File: config.mk
export PLATFORM = sky130hd
export DESIGN_NAME = dtsb_core
export DESIGN_NICKNAME = d
export VERILOG_FILES = /design/src/dtsb_tone_gen.v /design/src/dtsb_core.v
export VERILOG_INCLUDE_DIRS = /design/src
export SDC_FILE = /design/constraint.sdc
export NUM_CORES = 1
export LEC_CHECK = 0
export BUFFER_PORTS_ARGS = -buffer_cell sky130_fd_sc_hd__buf_2
export CORE_ASPECT_RATIO = 1.1
export CORE_MARGIN = 3
export CORE_UTILIZATION = 55
export CTS_CLUSTER_SIZE = 40
export DETAILED_ROUTE_END_ITERATION = 10
export PLACE_DENSITY = 0.77
export SETUP_SLACK_MARGIN = 0.4
export SLEW_MARGIN = 20
export SYNTH_ARGS = -nofsm -noshare
export SYNTH_HDL_FRONTEND = slang
export SYNTH_HIERARCHICAL = 1
export SYNTH_SLANG_ARGS = --single-unit
File: constraint.sdc
create_clock -name clock -period 2.5 [get_ports clock]
set_input_delay 0.25 -clock clock [delete_from_list [all_inputs] [get_ports clock]]
set_output_delay 0.25 -clock clock [all_outputs]
set_load 0.03 [all_outputs]
File: src/dtsb_consts.vh
`ifndef DTSB_CONSTS_VH
`define DTSB_CONSTS_VH
`define DTSB_ADDR_RXDATA    12'h000
`define DTSB_ADDR_TXDATA    12'h004
`define DTSB_ADDR_CTRL      12'h008
`define DTSB_ADDR_STATUS    12'h00c
`define DTSB_ADDR_GTP       12'h010
`define DTSB_ADDR_GTA       12'h014
`define DTSB_CTRL_TONE_OUTPUT_ENABLE      0
`define DTSB_CTRL_CPMODE    1
`define DTSB_CTRL_IRQEN     2
`define DTSB_CTRL_BURST     3
`define DTSB_ST_TXREADY     1
`define DTSB_ST_RXVALID     2
`define DTSB_ST_DSTEER      3
`define DTSB_CTRL_RESET     4'h0
`define DTSB_GTP_RESET      24'h00f000
`define DTSB_GTA_RESET      24'h00f000
`define DTSB_SETTLE_CYC     4
`define DTSB_CLK_HZ         100000000
`define DTSB_XTAL_HZ        3579545
`define DTSB_BURST_MS       51
`define DTSB_PHASE_BITS     24
`define DTSB_SEGMENTS       32
`endif

File: src/dtsb_tone_gen.v
`timescale 1ns/1ps
`default_nettype none
`include "dtsb_consts.vh"
// One tone channel: segment divider stepping a 32-entry sine ROM
module dtsb_tone_gen #(
   parameter DIV_W = 12
) (
   input  wire             clock,
   input  wire             sys_rst,
   input  wire             tick,
   input  wire             run,
   input  wire [DIV_W-1:0] divCount,
   output reg  [7:0]       sample
);
   reg  [DIV_W-1:0] divCnt;
   reg  [4:0]       segIndex;
   reg  [7:0]       romWord;
   // Quarter-symmetric table would save area; full table kept for clarity
   always @* begin
      case (segIndex)
         5'h00: romWord = 8'h80;  5'h01: romWord = 8'h98;
         5'h02: romWord = 8'hb0;  5'h03: romWord = 8'hc6;
         5'h04: romWord = 8'hda;  5'h05: romWord = 8'hea;
         5'h06: romWord = 8'hf6;  5'h07: romWord = 8'hfd;
         5'h08: romWord = 8'hff;  5'h09: romWord = 8'hfd;
         5'h0a: romWord = 8'hf6;  5'h0b: romWord = 8'hea;
         5'h0c: romWord = 8'hda;  5'h0d: romWord = 8'hc6;
         5'h0e: romWord = 8'hb0;  5'h0f: romWord = 8'h98;
         5'h10: romWord = 8'h80;  5'h11: romWord = 8'h67;
         5'h12: romWord = 8'h4f;  5'h13: romWord = 8'h39;
         5'h14: romWord = 8'h25;  5'h15: romWord = 8'h15;
         5'h16: romWord = 8'h09;  5'h17: romWord = 8'h02;
         5'h18: romWord = 8'h00;  5'h19: romWord = 8'h02;
         5'h1a: romWord = 8'h09;  5'h1b: romWord = 8'h15;
         5'h1c: romWord = 8'h25;  5'h1d: romWord = 8'h39;
         5'h1e: romWord = 8'h4f;  5'h1f: romWord = 8'h67;
         default: romWord = 8'h80;
      endcase
   end
   always @(posedge clock) begin
      if (sys_rst || !run) begin
         divCnt   <= {DIV_W{1'b0}};
         segIndex <= 5'h00;
         sample   <= 8'h80;
      end else begin
         sample <= romWord;
         if (tick) begin
            if (divCnt >= divCount - 1'b1) begin
               divCnt <= {DIV_W{1'b0}};
               segIndex <= segIndex + 5'h01;
            end else begin
               divCnt <= divCnt + 1'b1;
            end
         end
      end
   end
endmodule // dtsb_tone_gen
`default_nettype wire

File: src/dtsb_core.v
`timescale 1ns/1ps
`default_nettype none
`include "dtsb_consts.vh"
module dtsb_core #(
   parameter BURST_MS = `DTSB_BURST_MS
) (
   input  wire        clock,
   input  wire        sys_rst,
   input  wire        psel,
   input  wire        penable,
   input  wire        pwrite,
   input  wire [11:0] paddr,
   input  wire [31:0] pwdata,
   output reg  [31:0] prdata,
   output reg         pready,
   output reg         pslverr,
   input  wire        early_steer,
   input  wire [3:0]  detected_code,
   input  wire        cp_in_band,
   input  wire        cp_limited,
   output reg         guard_drive,
   output reg         irq_or_tone_square_oe,
   output reg         delayed_steer,
   output reg  [3:0]  rx_code_bits,
   output reg  [7:0]  low_tone_sample,
   output reg  [7:0]  high_tone_sample,
   output reg         tone_active
);
   localparam ST_IDLE    = 2'd0;
   localparam ST_PRESENT = 2'd1;
   localparam ST_HELD    = 2'd2;
   localparam ST_ABSENT  = 2'd3;
   localparam B_IDLE  = 2'd0;
   localparam B_TONE  = 2'd1;
   localparam B_PAUSE = 2'd2;
   // Crystal tick by phase accumulation: step is truncated, so the long-term rate runs slightly below the crystal at 100 MHz
   localparam [63:0] PHASE_FULL =
      ((64'd1 << `DTSB_PHASE_BITS) * `DTSB_XTAL_HZ) / `DTSB_CLK_HZ;
   localparam [23:0] PHASE_STEP  = PHASE_FULL[23:0];
   localparam [63:0] BURST_FULL  = (64'd1 * BURST_MS * `DTSB_CLK_HZ) / 1000;
   localparam [31:0] BURST_CYC   = BURST_FULL[31:0];
   localparam [31:0] SETTLE_FULL = `DTSB_SETTLE_CYC - 1;
   localparam [3:0]  SETTLE_LAST = SETTLE_FULL[3:0];
   reg  [1:0]  syncSteer;
   reg  [1:0]  syncBand;
   reg  [1:0]  syncSquare;
   reg  [3:0]  codeMeta;
   reg  [3:0]  codeSync;
   reg  [3:0]  ctrl;
   reg  [23:0] gtpCount;
   reg  [23:0] gtaCount;
   reg  [3:0]  txCode;
   reg         txReady;
   reg         rxValid;
   reg         irqPend;
   reg  [1:0]  steerState;
   reg  [23:0] guardCnt;
   reg  [3:0]  pendCode;
   reg  [3:0]  settleCnt;
   reg         settling;
   reg  [23:0] phaseAcc;
   reg         xtalTick;
   reg  [1:0]  burstState;
   reg  [31:0] burstCnt;
   reg  [11:0] lowDiv;
   reg  [11:0] highDiv;
   wire [7:0]  lowSample;
   wire [7:0]  highSample;
   wire [24:0] nextPhase;
   wire        steerNow;
   wire        cpMode;
   wire        setupWr;
   wire        accessRd;
   wire        burstOn;
   wire        genRun;
   wire [31:0] burstLimit;
   assign steerNow  = syncSteer[1];
   assign cpMode    = ctrl[`DTSB_CTRL_CPMODE];
   assign setupWr   = psel && penable && pwrite;
   assign accessRd  = psel && penable && !pwrite;
   assign burstOn   = ctrl[`DTSB_CTRL_BURST];
   assign nextPhase = {1'b0, phaseAcc} + {1'b0, PHASE_STEP};
   assign burstLimit = cpMode ? {BURST_CYC[30:0], 1'b0} : BURST_CYC;
   assign genRun = ctrl[`DTSB_CTRL_TONE_OUTPUT_ENABLE] && (!burstOn || burstState == B_TONE);
   // Second stage of each synchroniser is the only reader of the first
   always @(posedge clock) begin
      if (sys_rst) begin
         syncSteer  <= 2'b00;
         syncBand   <= 2'b00;
         syncSquare <= 2'b00;
         codeMeta   <= 4'h0;
         codeSync   <= 4'h0;
      end else begin
         syncSteer  <= {syncSteer[0], early_steer};
         syncBand   <= {syncBand[0], cp_in_band};
         syncSquare <= {syncSquare[0], cp_limited};
         codeMeta   <= detected_code;
         codeSync   <= codeMeta;
      end
   end
   always @(posedge clock) begin
      if (sys_rst) begin
         phaseAcc <= 24'h000000;
         xtalTick <= 1'b0;
      end else begin
         phaseAcc <= nextPhase[23:0];
         xtalTick <= nextPhase[24];
      end
   end
   always @(posedge clock) begin
      if (sys_rst) begin
         steerState <= ST_IDLE;
         guardCnt   <= 24'h000000;
         pendCode   <= 4'h0;
         guard_drive <= 1'b0;
      end else begin
         case (steerState)
            ST_IDLE: begin
               guard_drive <= 1'b0;
               guardCnt    <= 24'h000000;
               if (steerNow && !cpMode) begin
                  steerState <= ST_PRESENT;
               end
            end
            ST_PRESENT: begin
               if (!steerNow || cpMode) begin
                  steerState <= ST_IDLE;
               end else if (xtalTick) begin
                  if (guardCnt >= gtpCount) begin
                     steerState  <= ST_HELD;
                     pendCode    <= codeSync;
                     guard_drive <= 1'b1;
                     guardCnt    <= 24'h000000;
                  end else begin
                     guardCnt <= guardCnt + 24'h000001;
                  end
               end
            end
            ST_HELD: begin
               guard_drive <= steerNow;
               guardCnt    <= 24'h000000;
               if (!steerNow) begin
                  steerState <= ST_ABSENT;
               end
            end
            ST_ABSENT: begin
               if (steerNow) begin
                  steerState  <= ST_HELD;
                  guard_drive <= 1'b1;
               end else if (xtalTick) begin
                  if (guardCnt >= gtaCount) begin
                     steerState <= ST_IDLE;
                  end else begin
                     guardCnt <= guardCnt + 24'h000001;
                  end
               end
            end
            default: steerState <= ST_IDLE;
         endcase
      end
   end
   always @(posedge clock) begin
      if (sys_rst) begin
         settling      <= 1'b0;
         settleCnt     <= 4'h0;
         delayed_steer <= 1'b0;
         rx_code_bits  <= 4'h0;
      end else begin
         if (steerState == ST_PRESENT && xtalTick && steerNow && !cpMode
             && guardCnt >= gtpCount) begin
            settling  <= 1'b1;
            settleCnt <= 4'h0;
         end else if (settling) begin
            if (settleCnt == SETTLE_LAST) begin
               settling      <= 1'b0;
               delayed_steer <= 1'b1;
               rx_code_bits  <= pendCode;
            end else begin
               settleCnt <= settleCnt + 4'h1;
            end
         end
         if (steerState == ST_IDLE) begin
            delayed_steer <= 1'b0;
         end
      end
   end
   always @* begin
      // code map, dividers per segment at crystal rate
      case (txCode)
         4'h1, 4'h2, 4'h3, 4'hd: lowDiv = 12'd160;
         4'h4, 4'h5, 4'h6, 4'he: lowDiv = 12'd145;
         4'h7, 4'h8, 4'h9, 4'hf: lowDiv = 12'd131;
         default:                lowDiv = 12'd119;
      endcase
      case (txCode)
         4'h1, 4'h4, 4'h7, 4'hb: highDiv = 12'd92;
         4'h2, 4'h5, 4'h8, 4'ha: highDiv = 12'd84;
         4'h3, 4'h6, 4'h9, 4'hc: highDiv = 12'd76;
         default:                highDiv = 12'd68;
      endcase
   end
   dtsb_tone_gen #(.DIV_W(12)) lowTone (
      .clock    (clock),
      .sys_rst  (sys_rst),
      .tick     (xtalTick),
      .run      (genRun),
      .divCount (lowDiv),
      .sample   (lowSample)
   );
   dtsb_tone_gen #(.DIV_W(12)) highTone (
      .clock    (clock),
      .sys_rst  (sys_rst),
      .tick     (xtalTick),
      .run      (genRun),
      .divCount (highDiv),
      .sample   (highSample)
   );
   always @(posedge clock) begin
      if (sys_rst) begin
         burstState <= B_IDLE;
         burstCnt   <= 32'h00000000;
      end else if (!burstOn || !ctrl[`DTSB_CTRL_TONE_OUTPUT_ENABLE]) begin
         burstState <= B_IDLE;
         burstCnt   <= 32'h00000000;
      end else begin
         case (burstState)
            B_IDLE: begin
               burstCnt <= 32'h00000000;
               if (setupWr && paddr == `DTSB_ADDR_TXDATA) begin
                  burstState <= B_TONE;
               end
            end
            B_TONE: begin
               if (burstCnt >= burstLimit - 32'h00000001) begin
                  burstState <= B_PAUSE;
                  burstCnt   <= 32'h00000000;
               end else begin
                  burstCnt <= burstCnt + 32'h00000001;
               end
            end
            B_PAUSE: begin
               if (burstCnt >= burstLimit - 32'h00000001) begin
                  burstState <= B_IDLE;
               end else begin
                  burstCnt <= burstCnt + 32'h00000001;
               end
            end
            default: burstState <= B_IDLE;
         endcase
      end
   end
   // Register file and APB slave, zero wait states
   always @(posedge clock) begin
      if (sys_rst) begin
         ctrl     <= `DTSB_CTRL_RESET;
         gtpCount <= `DTSB_GTP_RESET;
         gtaCount <= `DTSB_GTA_RESET;
         txCode   <= 4'h0;
         txReady  <= 1'b1;
         rxValid  <= 1'b0;
         irqPend  <= 1'b0;
         prdata   <= 32'h00000000;
         pready   <= 1'b0;
         pslverr  <= 1'b0;
      end else begin
         pready  <= psel && !penable;
         pslverr <= 1'b0;
         if (setupWr && pready) begin
            case (paddr)
               `DTSB_ADDR_TXDATA: txCode   <= pwdata[3:0];
               `DTSB_ADDR_CTRL:   ctrl     <= pwdata[3:0];
               `DTSB_ADDR_GTP:    gtpCount <= pwdata[23:0];
               `DTSB_ADDR_GTA:    gtaCount <= pwdata[23:0];
               default:           pslverr  <= 1'b0;
            endcase
         end
         if (psel && !penable && !pwrite) begin
            case (paddr)
               `DTSB_ADDR_RXDATA: prdata <= {28'h0000000, rx_code_bits};
               `DTSB_ADDR_TXDATA: prdata <= {28'h0000000, txCode};
               `DTSB_ADDR_CTRL:   prdata <= {28'h0000000, ctrl};
               `DTSB_ADDR_STATUS: prdata <= {28'h0000000, delayed_steer, rxValid,
                                             txReady, irqPend};
               `DTSB_ADDR_GTP:    prdata <= {8'h00, gtpCount};
               `DTSB_ADDR_GTA:    prdata <= {8'h00, gtaCount};
               default:           prdata <= 32'h00000000;
            endcase
         end else if (!psel) begin
            prdata <= 32'h00000000;
         end
         if (psel && !penable) begin
            pslverr <= (paddr > `DTSB_ADDR_GTA) || (paddr[1:0] != 2'b00);
         end
         if (accessRd && pready && paddr == `DTSB_ADDR_STATUS) begin
            rxValid <= 1'b0;
            irqPend <= 1'b0;
         end
         if (settling && settleCnt == SETTLE_LAST) begin
            rxValid <= 1'b1;
            irqPend <= 1'b1;
         end
         if (setupWr && pready && paddr == `DTSB_ADDR_TXDATA && burstOn) begin
            txReady <= 1'b0;
         end else if (burstState == B_PAUSE && burstCnt >= burstLimit - 32'h00000001) begin
            txReady <= 1'b1;
         end
      end
   end
   // shared pin, oe high pulls low
   always @(posedge clock) begin
      if (sys_rst) begin
         irq_or_tone_square_oe <= 1'b0;
         low_tone_sample       <= 8'h80;
         high_tone_sample      <= 8'h80;
         tone_active           <= 1'b0;
      end else begin
         if (!ctrl[`DTSB_CTRL_IRQEN]) begin
            irq_or_tone_square_oe <= 1'b0;
         end else if (cpMode) begin
            irq_or_tone_square_oe <= !(syncBand[1] && syncSquare[1]);
         end else begin
            irq_or_tone_square_oe <= irqPend;
         end
         low_tone_sample  <= lowSample;
         high_tone_sample <= highSample;
         tone_active      <= genRun;
      end
   end
endmodule // dtsb_core
`default_nettype wire

==> metrics.txt, run 1 <==
total track usage=26.6%; asr flop ratio synth=0%; vias in the first global route=13639; Reg2Reg Depth=11; final WL=~44000 um; Routed WL per cell=18.2 um; Power Density=~510 mW/mm2; DP HPWL=25200 um; HP Class=in2reg; number of synthesis warnings=6; Least-Margin Pin Slew=0.956 ns; TritonCTS clock tree=done; Final Slew Violations=0; Period minus WS final=around 2.9 ns; share of layout cells above drive strength 1=27.3%; RR Endpoint=guardCnt[0]; Vias/cell=5.94; Synth Instances=1772; final worst slack=-0.368 ns; clock skew=between 0.02 and 0.03 ns; die area=0.0289 mm2; worst hold start=psel; r2r setup slk=-0.37 ns; Max-slew headroom=35.8%; TritonCTS buffer count=30; Die Height=roughly 180 um; Root Driver=clkbuf_16; Mapped Area=0.0148 mm2; CP Capture Point=guardCnt[0]; failing checks=setup timing; number of synthesized flops with an enable pin=0; IO Port Bufs=97; global placement routability congestion=0.864; Main synth FF type=dfxtp_1; total number of vias=14287; final setup fails=66; f_max=349 MHz; Antenna diodes=0; max-cap violations=0; clk buf depth=3; Max rail drop VDD=567 uV; Seq/Total Area, Yosys=a little under two fifths; I/O pins=114; most frequent cells in the layout=nand2_1 (242), dfxtp_1 (231), nor2_1 (132); pin count of the biggest net entering global routing=62; H-tree Lvls=1; leading cell type in the layout, fill and taps excluded=nand2_1; final hold violations=0; die width=162 um; critical path peak fanout=6; Critical R2R Launch=guardCnt[0]; CTS clk-pin slew, worst paths=0.07 ns; antenna-violating nets left=0; Syn Area/Cell=8.33 um2; Core Area=0.0263 mm2; Final period util=115%; Iter 0 DRT Violations=1237; crit path launch=guardCnt[0]; peak per-stage delay on the critical path=0.43 ns; global-route wire length before repair=between 60000 and 70000 um; slowest stage cell on the critical path=a211oi_2; DP Worst Slack=-0.127 ns; NumNets Final=2203; Setup crit end kind=flip-flop; clk_lat worst skew=0.57 ns; Initial Util=a little under three fifths; flops & latches, synth=274; drt pass-1 iters=6; outcome=complete, but fails checks; row count=62; RSZ-0062 raised after global routing=true; Data arrival, critical path=3.36 ns; Overflow after GRT=0; Worst EP required=2.99 ns; Netlist cell types=87; LEAKAGE=0.00740 uW; Remaining DRCs=0; Crit Path Category=reg2reg; Cell Chain, Critical Path=inv_2 -> ha_1 -> nand2b_1 -> a211oi_2 -> o21ai_1 -> a211o_1 -> a21oi_4 -> o311ai_4 -> buf_6 -> buf_8 -> nor2_4; CP startpoint kind=flip-flop; initial antenna violation count=0; Clock Sinks=roughly 270; final setup TNS=-11.77 ns; area delta synth->final=33.5%
state kept, by name, summed over array words and instances (netlist names), 4 cells and up:
signal	cells
ctrl	4
lowTone/segIndex	5
guardCnt	24
txCode	4
gtpCount	24
rx_code_bits	4
burstCnt	32
lowTone/sample	8
highTone/segIndex	5
settleCnt	4
highTone/divCnt	12
codeSync	4
low_tone_sample	8
pendCode	4
lowDiv	6
phaseAcc	24
highTone/sample	8
high_tone_sample	8
codeMeta	4
gtaCount	24
lowTone/divCnt	12
prdata	24
stage by stage:
| step | power [uW] | utilization, % | instance area, um2 | hold slack, ns | std cells |
|---|---|---|---|---|---|
| 2_1_floorplan | 4860 | - | 15200 | 0.378 | 1818 |
| 3_3_place_gp | 4950 | 62.3 | 16400 | 0.391 | 2261 |
| 3_5_place_dp | 4970 | 62.3 | 16400 | 0.394 | 2261 |
| 4_1_cts | 10000 | 72.2 | 19000 | 0.00876 | 2393 |
| 5_1_grt | 10300 | 75.0 | 19700 | 0.0423 | 2404 |
| 6_report | 10100 | 75.0 | 19700 | 0.0227 | 2404 |
where the power goes:
| part | internal (uW) | switching, uW | leakage, uW |
|---|---|---|---|
| Clock | 3190 | 1900 | 0.000561 |
| Combinational | 208 | 276 | 0.00461 |
| Sequential | 4430 | 63.5 | 0.00223 |
| Total | 7820 | 2240 | 0.00740 |
cell usage after synthesis, types with 4 or more instances:
library cell,n,area share (%)
nand3b_1,11,0.56
o22ai_1,5,0.21
and2_1,9,0.38
dfxtp_1,274,37
nor2b_1,39,1.7
nor3_1,28,0.95
a211oi_1,14,0.71
and3_1,12,0.51
xnor2_1,48,2.8
nor4_1,18,0.76
o31ai_1,31,1.6
a22oi_1,21,1.1
or4_1,21,1.1
or3_1,10,0.42
nand3_1,47,1.6
ha_1,119,10
nor2_1,150,3.8
a311oi_1,8,0.47
buf_1,7,0.18
a211o_1,5,0.30
nor3_2,9,0.61
o21ai_0,65,2.2
o21a_1,9,0.46
and4_1,8,0.47
a32oi_1,5,0.30
nor4b_1,4,0.24
xor2_1,30,1.8
nand2b_1,13,0.55
a21o_1,13,0.66
o211ai_1,21,1.1
mux2i_1,36,2.4
buf_2,18,0.61
nor4_2,4,0.34
nor2_2,4,0.17
a21oi_1,137,4.6
inv_1,92,2.3
buf_4,12,0.61
nand2_1,246,6.3
nand4_1,30,1.3
a31oi_1,8,0.34
clkbuf_1,48,1.2
nand4b_1,4,0.24
o21ai_1,7,0.24
or2_2,6,0.25
critical path: cells and delay by family, from the launching register on:
family	cells	cell delay (ns)
flops	1	0.38
fa+ha+maj	1	0.29
simple gates	2	0.35
compound gates	5	1.37
buf+inv	3	0.39
cell type report:
type | count | area (um2)
Timing Repair Buffer | 264 | 2230
Tap cell | 352 | 440
Fill cell | 1695 | 6580
Inverter | 96 | 365
Multi-Input combinational cell | 1362 | 9990
Clock buffer | 40 | 881
Clock inverter | 16 | 262
Sequential cell | 274 | 5550
per-layer routing:
layer,global-route usage (%),vias to the layer above,wire (um)
met5,0,-,0
met4,8.82,0,1760
met3,3.99,158,3060
met2,46.2,644,21500
met1,33.9,6764,17500
li1,-,6721,-
logic make-up (layout without fill, tap and decap cells):
kind of cell               after synthesis  count (layout)  share of synthesized area (%)
and+or+nand+nor                        690             691                           23.3
AOI/OAI and AO/OA                      388             388                           17.0
DFF                                    274             274                           37.1
buffers and inverters                  183             416                           5.21
adders and majority gates              119             119                           10.1
xor gates and xnor gates                78              78                           4.63
muxes                                   38              38                           2.59
other                                    2              48                         0.0509
worst min path at each step:
stage	endpoint	slack (ns)	cells past startpoint
2_1_floorplan	codeMeta[0]	0.38	1
3_3_place_gp	low_tone_sample[7]	0.39	1
3_5_place_dp	low_tone_sample[7]	0.39	1
4_1_cts	pready	0.009	3
5_1_grt	pready	0.04	3
6_report	pready	0.02	3
timing repair:
action	CTS	global route
setup endpoints to repair	103	120
hold endpoints to repair	58	0
hold buffers	31	0
resized for setup	155	132
buffers inserted	39	7
pin swaps	79	83
cloned	6	4
No activity file was read; power rests on OpenSTA's default activity.
==> run 2, diff against run 1 <==
- CORE_ASPECT_RATIO: 1.1 -> unset
==> run 2 against run 1 <==
Effect of this change: the flow still finishes with violations (setup timing); die area barely moved; maximum frequency increased by 13%; register-to-register slack improved by 0.32 ns; global-route usage shrank 1.1 points; clock power shrank 4.1%; via count fell by 2.4%; sequential cell count unchanged; final cell count shrank 1.3%; worst hold slack better by 0.034 ns; design area decreased by 2.8%; clock skew is 0.014 ns lower; sequential share of layout area up 0.81 points.
==> metrics.txt, run 2 (synthesized netlist as in run 1, its figures left out) <==
Tot Pwr=9860 uW (-2.0%); H-tree Lvls=1 (unchanged); DP Worst Slack=-0.143 ns (-0.0159 ns); final hold violations=0 (unchanged); max reg flops=32 (unchanged); Overflow after GRT=0 (unchanged); critical path peak fanout=14 (+8); placed cell areas=0.0163 mm2 (-0.56%); Sequential Area=0.00555 mm2 (unchanged); area delta synth->final=29.8%; CP startpoint kind=flip-flop; Crit Path Category=reg2reg; Die Height=170 um (-4.5%); Core Area=0.0262 mm2 (-0.35%); row count=59 (-4.8%); LEAKAGE=0.00719 uW (-2.8%); outcome=complete, but fails checks; Cell Chain, Critical Path=inv_1 -> ha_1 -> a21oi_1 -> o21ai_2 -> nor3_2 -> a21oi_2 -> o211a_4 -> buf_12 -> or4_4 -> a21oi_2; largest register by flop count=burstCnt; Iter 0 DRT Violations=1158 (-6.4%); Final period util=102% (-13 points); total number of vias=13948 (-2.4%); Multi-input gate area=0.00977 mm2 (-2.2%); TritonCTS clock tree=done; f_max=393 MHz (+13%); I/O pins=114 (unchanged); antenna-violating nets left=0 (unchanged); leading cell type in the layout, fill and taps excluded=nand2_1; initial antenna violation count=2 (+2); Final Slew Violations=0 (unchanged); IO Port Bufs=97 (unchanged); share of layout cells above drive strength 1=26.0% (-1.3 points); final setup TNS=-0.149 ns (+11.62 ns); total track usage=25.5% (-1.1 points); Final Util=73.1% (-1.8 points); Clock Sinks=274 (unchanged); Max-slew headroom=49.8% (+14 points); max-cap violations=0 (unchanged); CTS clk-pin slew, worst paths=0.07 ns (about the same); CP top delay family=compound AO/OA/AOI/OAI gates; drt pass-1 iters=8 (+2); final WL=41600 um (-5.0%); Remaining DRCs=0 (unchanged); Setup crit end kind=flip-flop; HP Class=in2reg; slowest stage cell on the critical path=or4_4; most frequent CP cell=a21oi_2; NumNets Final=2189 (-0.64%); clk_lat worst skew=0.57 ns (about the same); final worst slack=-0.0434 ns (+0.324 ns); Initial Util=56.3% (+0.20 points); clk buf depth=3 (unchanged); final-layout fill cell count=1748 (+3.1%); Final Cell Area=0.0192 mm2 (-2.8%); Period minus WS final=2.54 ns (-0.324 ns); global placement routability congestion=0.881 (+2.0%); DP HPWL=25900 um (+2.9%); die width=170 um (+4.7%); Vias/cell=5.88 (-1.1%); global-route wire length before repair=62000 um (-4.4%); CP Buf/Inv Count=2 (-1); Least-Margin Pin Slew=0.751 ns (-0.205 ns); Power Density=514 mW/mm2 (+0.79%); peak per-stage delay on the critical path=0.51 ns (+0.08 ns); Max rail drop VDD=566 uV (-0.24%); TritonCTS buffer count=30 (unchanged); die area=0.0288 mm2 (about the same); Routed WL per cell=17.5 um (-3.8%); Worst EP required=3.00 ns (about the same); Root Driver=clkbuf_16; Data arrival, critical path=3.04 ns (-0.32 ns); most frequent cells in the layout=nand2_1 (237), dfxtp_1 (233), nor2_1 (136); RSZ-0062 raised after global routing=true; final setup fails=9 (-86%); vias in the first global route=12848 (-5.8%); failing checks=setup timing; pin count of the biggest net entering global routing=65 (+4.8%); clock skew=0.0143 ns (-0.0136 ns)
run 2: tightest hold or removal path, delay by kind of cell:
| kind | cells | cell delay (ns) |
|---|---|---|
| buffers and inverters | 1 | 0.14 |
| and+or+nand+nor | 2 | 0.18 |
run 2: power breakdown:
part / switching, uW / leakage, uW / internal, uW
combinational: 284 / 0.00443 / 205
clock: 1880 / 0.000527 / 3000
sequential: 59.4 / 0.00223 / 4430
run 2: cell type report:
| cell class | count | area share [%] |
|---|---|---|
| Timing Repair Buffer | 250 | 10.2 |
| Tap cell | 335 | 2.19 |
| Sequential cell | 274 | 28.9 |
| Antenna cell | 2 | 0.0261 |
| Inverter | 96 | 1.92 |
| Clock buffer | 38 | 4.39 |
| Multi-Input combinational cell | 1362 | 51.0 |
| Clock inverter | 16 | 1.33 |
run 2: worst paths after layout:
| path | startpoint | cells after the start | endpoint | slack (ns) |
|---|---|---|---|---|
| max | gtaCount[9] | 10 | guardCnt[9] | -0.04 |
| min | psel | 3 | pready | 0.06 |
| max reg2reg | gtaCount[9] | 10 | guardCnt[9] | -0.04 |
| min reg2reg | lowTone/sample[7] | 1 | low_tone_sample[7] | 0.42 |
run 2: per-stage QoR:
step	cells	hold WS, ns
2_1_floorplan	1818	0.378
3_3_place_gp	2238	0.394
3_5_place_dp	2238	0.405
4_1_cts	2352	0.00927
5_1_grt	2371	0.0802
6_report	2373	0.0572
run 2: layer usage:
metal,GRT usage [%],vias to the layer above,part of all wire (%)
li1,-,6673,-
met1,34.5,6569,42
met2,42.5,578,48
met3,3.76,126,7.4
met4,7.43,2,3.2
met5,0,-,0.031
run 2: repair_timing:
| action | 4_1_cts | 5_1_grt |
|---|---|---|
| gates resized for setup | 58 | 183 |
| endpoints found under the hold margin | 55 | 0 |
| cloned | 2 | 3 |
| hold buffers | 31 | 0 |
| buffers inserted | 27 | 16 |
| pin swaps | 61 | 73 |
| endpoints found under the setup margin | 104 | 119 |
==> run 3, diff against run 2 <==
- CORE_UTILIZATION: 55 -> 61
- PLACE_DENSITY: 0.77 -> 0.81
- clock period: 2.5 -> 2.6 ns (I/O delays scaled with it)
==> run 3 against run 2 <==
Effect of this change: the flow still finishes with violations (setup timing); first-iteration DRC count is 22% higher; utilization is 7.8 points higher; clock-buffer cell count is 6 higher; worst hold slack lost 0.017 ns; die area shrank 9.5%; via count up 4.5%; clock power fell by 11%; sequential share of layout area rose by 0.064 points; design area down 0.29%; total power shrank 7.5%; register-to-register slack got worse by 0.09 ns; maximum frequency fell by 7.0%; highest routed layer is now met4.
==> metrics.txt, run 3 (synthesized netlist as in run 1, its figures left out) <==
final hold violations=0 (unchanged); H-tree Lvls=1 (unchanged); Final Cell Area=0.0191 mm2 (-0.29%); RSZ-0062 raised after global routing=true; die area=0.0261 mm2 (-9.5%); global placement routability congestion=0.907 (+3.0%); Vias/cell=6.21 (+5.6%); Overflow after GRT=0 (unchanged); LEAKAGE=0.00716 uW (-0.52%); global-route wire length before repair=63700 um (+2.7%); Finished Layout Cells=2348 (-1.1%); Crit Path Category=reg2reg; Worst EP required=3.04 ns (+0.04 ns); CTS clk-pin slew, worst paths=0.07 ns (about the same); most frequent cells in the layout=nand2_1 (237), dfxtp_1 (234), nor2_1 (138); I/O pins=114 (unchanged); antenna-violating nets left=0 (unchanged); TritonCTS buffer count=29 (-3.3%); Remaining DRCs=0 (unchanged); Period minus WS final=2.74 ns (+0.193 ns); TritonCTS clock tree=done; Core Area=0.0236 mm2 (-9.9%); Root Driver=clkbuf_16; Setup crit end kind=flip-flop; Least-Margin Pin Slew=0.888 ns (+0.137 ns); Final period util=105% (+3.5 points); outcome=complete, but fails checks; clock skew=0.0221 ns (+0.00774 ns); total track usage=28.7% (+3.2 points); Max rail drop VDD=571 uV (+0.93%); WHS=0.0404 ns (-0.0168 ns); final setup fails=24 (+15); area delta synth->final=29.4%; clk buf depth=3 (unchanged); max-cap violations=0 (unchanged); Routed WL per cell=19.4 um (+11%); pin count of the biggest net entering global routing=56 (-14%); DP Worst Slack=0.0326 ns (+0.175 ns); largest register by flop count=burstCnt; final WL=45500 um (+9.4%); initial antenna violation count=0 (-2); drt pass-1 iters=9 (+1); leading cell type in the layout, fill and taps excluded=nand2_1; critical path peak fanout=6 (-8); Die Height=162 um (-4.9%); f_max=365 MHz (-7.0%); Max-slew headroom=40.7% (-9.1 points); final worst slack=-0.136 ns (-0.0927 ns); DP HPWL=25100 um (-3.2%); Initial Util=62.5% (+6.2 points); clk_lat worst skew=0.57 ns (about the same); row count=56 (-5.1%); Antenna diodes=0 (-2); IO Port Bufs=97 (unchanged); Power Density=477 mW/mm2 (-7.2%); Cells after DPL=2199 (-1.7%); die width=162 um (-4.9%); CP startpoint kind=flip-flop; placed cell areas=0.0161 mm2 (-1.4%); max reg flops=32 (unchanged); vias in the first global route=13393 (+4.2%); NumNets Final=2181 (-0.37%); total number of vias=14578 (+4.5%); Final Slew Violations=0 (unchanged); HP Class=in2reg; failing checks=setup timing; Tot Pwr=9120 uW (-7.5%); Iter 0 DRT Violations=1408 (+22%); Data arrival, critical path=3.17 ns (+0.13 ns); Clock Sinks=274 (unchanged); share of layout cells above drive strength 1=25.6% (-0.45 points)
-- run 3: changes by cell type in the layout (fill, tap and decap cells not counted), moves of 5 or more --
cell      previous run  this run
inv_1               76        82
or4_4                6        11
nor3_4               9         4
buf_4               93        80
inv_2               16        11
nor4_4               4        10
a21oi_2             26        33
a21oi_1            107       102
clkbuf_1             3        11
or4_1               16        11
-- run 3: final timing paths --
kind / startpoint / to / slack (ns) / cells past startpoint
worst max-delay path: gtaCount[15] / guardCnt[7] / -0.14 / 11
worst min-delay path: pwdata[3] / gtpCount[3] / 0.04 / 3
worst max register to register: gtaCount[15] / guardCnt[7] / -0.14 / 11
worst min register to register: lowTone/sample[7] / low_tone_sample[7] / 0.42 / 1
-- run 3: final cells by class --
type	instances	area [um2]
Sequential cell	274	5550
Multi-Input combinational cell	1361	9790
Tap cell	319	399
Timing Repair Buffer	244	2030
Clock inverter	10	156
Clock buffer	44	822
Inverter	96	365
Fill cell	1332	4500
-- run 3: report_power, final --
| part | internal (uW) | switching [uW] |
|---|---|---|
| registers | 4260 | 54.3 |
| clock network | 2570 | 1760 |
| logic | 199 | 275 |
| total | 7030 | 2090 |
-- run 3: timing repair --
action / in CTS / in global routing
setup buffers: 30 / 23
hold buffers: 30 / 0
gates resized for setup: 90 / 164
endpoints found under the setup margin: 99 / 113
gates cloned: 3 / 9
endpoints found under the hold margin: 53 / 0
pin swaps: 68 / 86
-- run 3: per-stage QoR --
| stage | util [%] | setup TNS (ns) |
|---|---|---|
| global placement | 68.1 | 0 |
| floorplan | - | 0 |
| global route | 80.9 | -3.05 |
| detailed placement | 68.1 | 0 |
| CTS | 76.3 | 0 |
| finish | 80.9 | -1.73 |
-- run 3: routing by layer --
metal	wire (um)	part of all wire (%)	global-route usage, %	vias to the layer above
met5	0	0	0	-
met4	2510	5.5	13.1	0
met3	3700	8.1	4.85	211
met2	21700	48	48.5	757
met1	17600	39	36.0	6952
li1	-	-	-	6658
-- run 3: worst max-delay path, cell delays in order, from the launching register on --
cell and delay (ns):
dfxtp_2 0.33, inv_1 0.06, ha_1 0.32, a21oi_1 0.20
o21ai_1 0.13, a2bb2oi_2 0.21, nand4_1 0.17, o211a_4 0.35
buf_8 0.16, buf_4 0.13, o31ai_1 0.42, a21oi_2 0.13
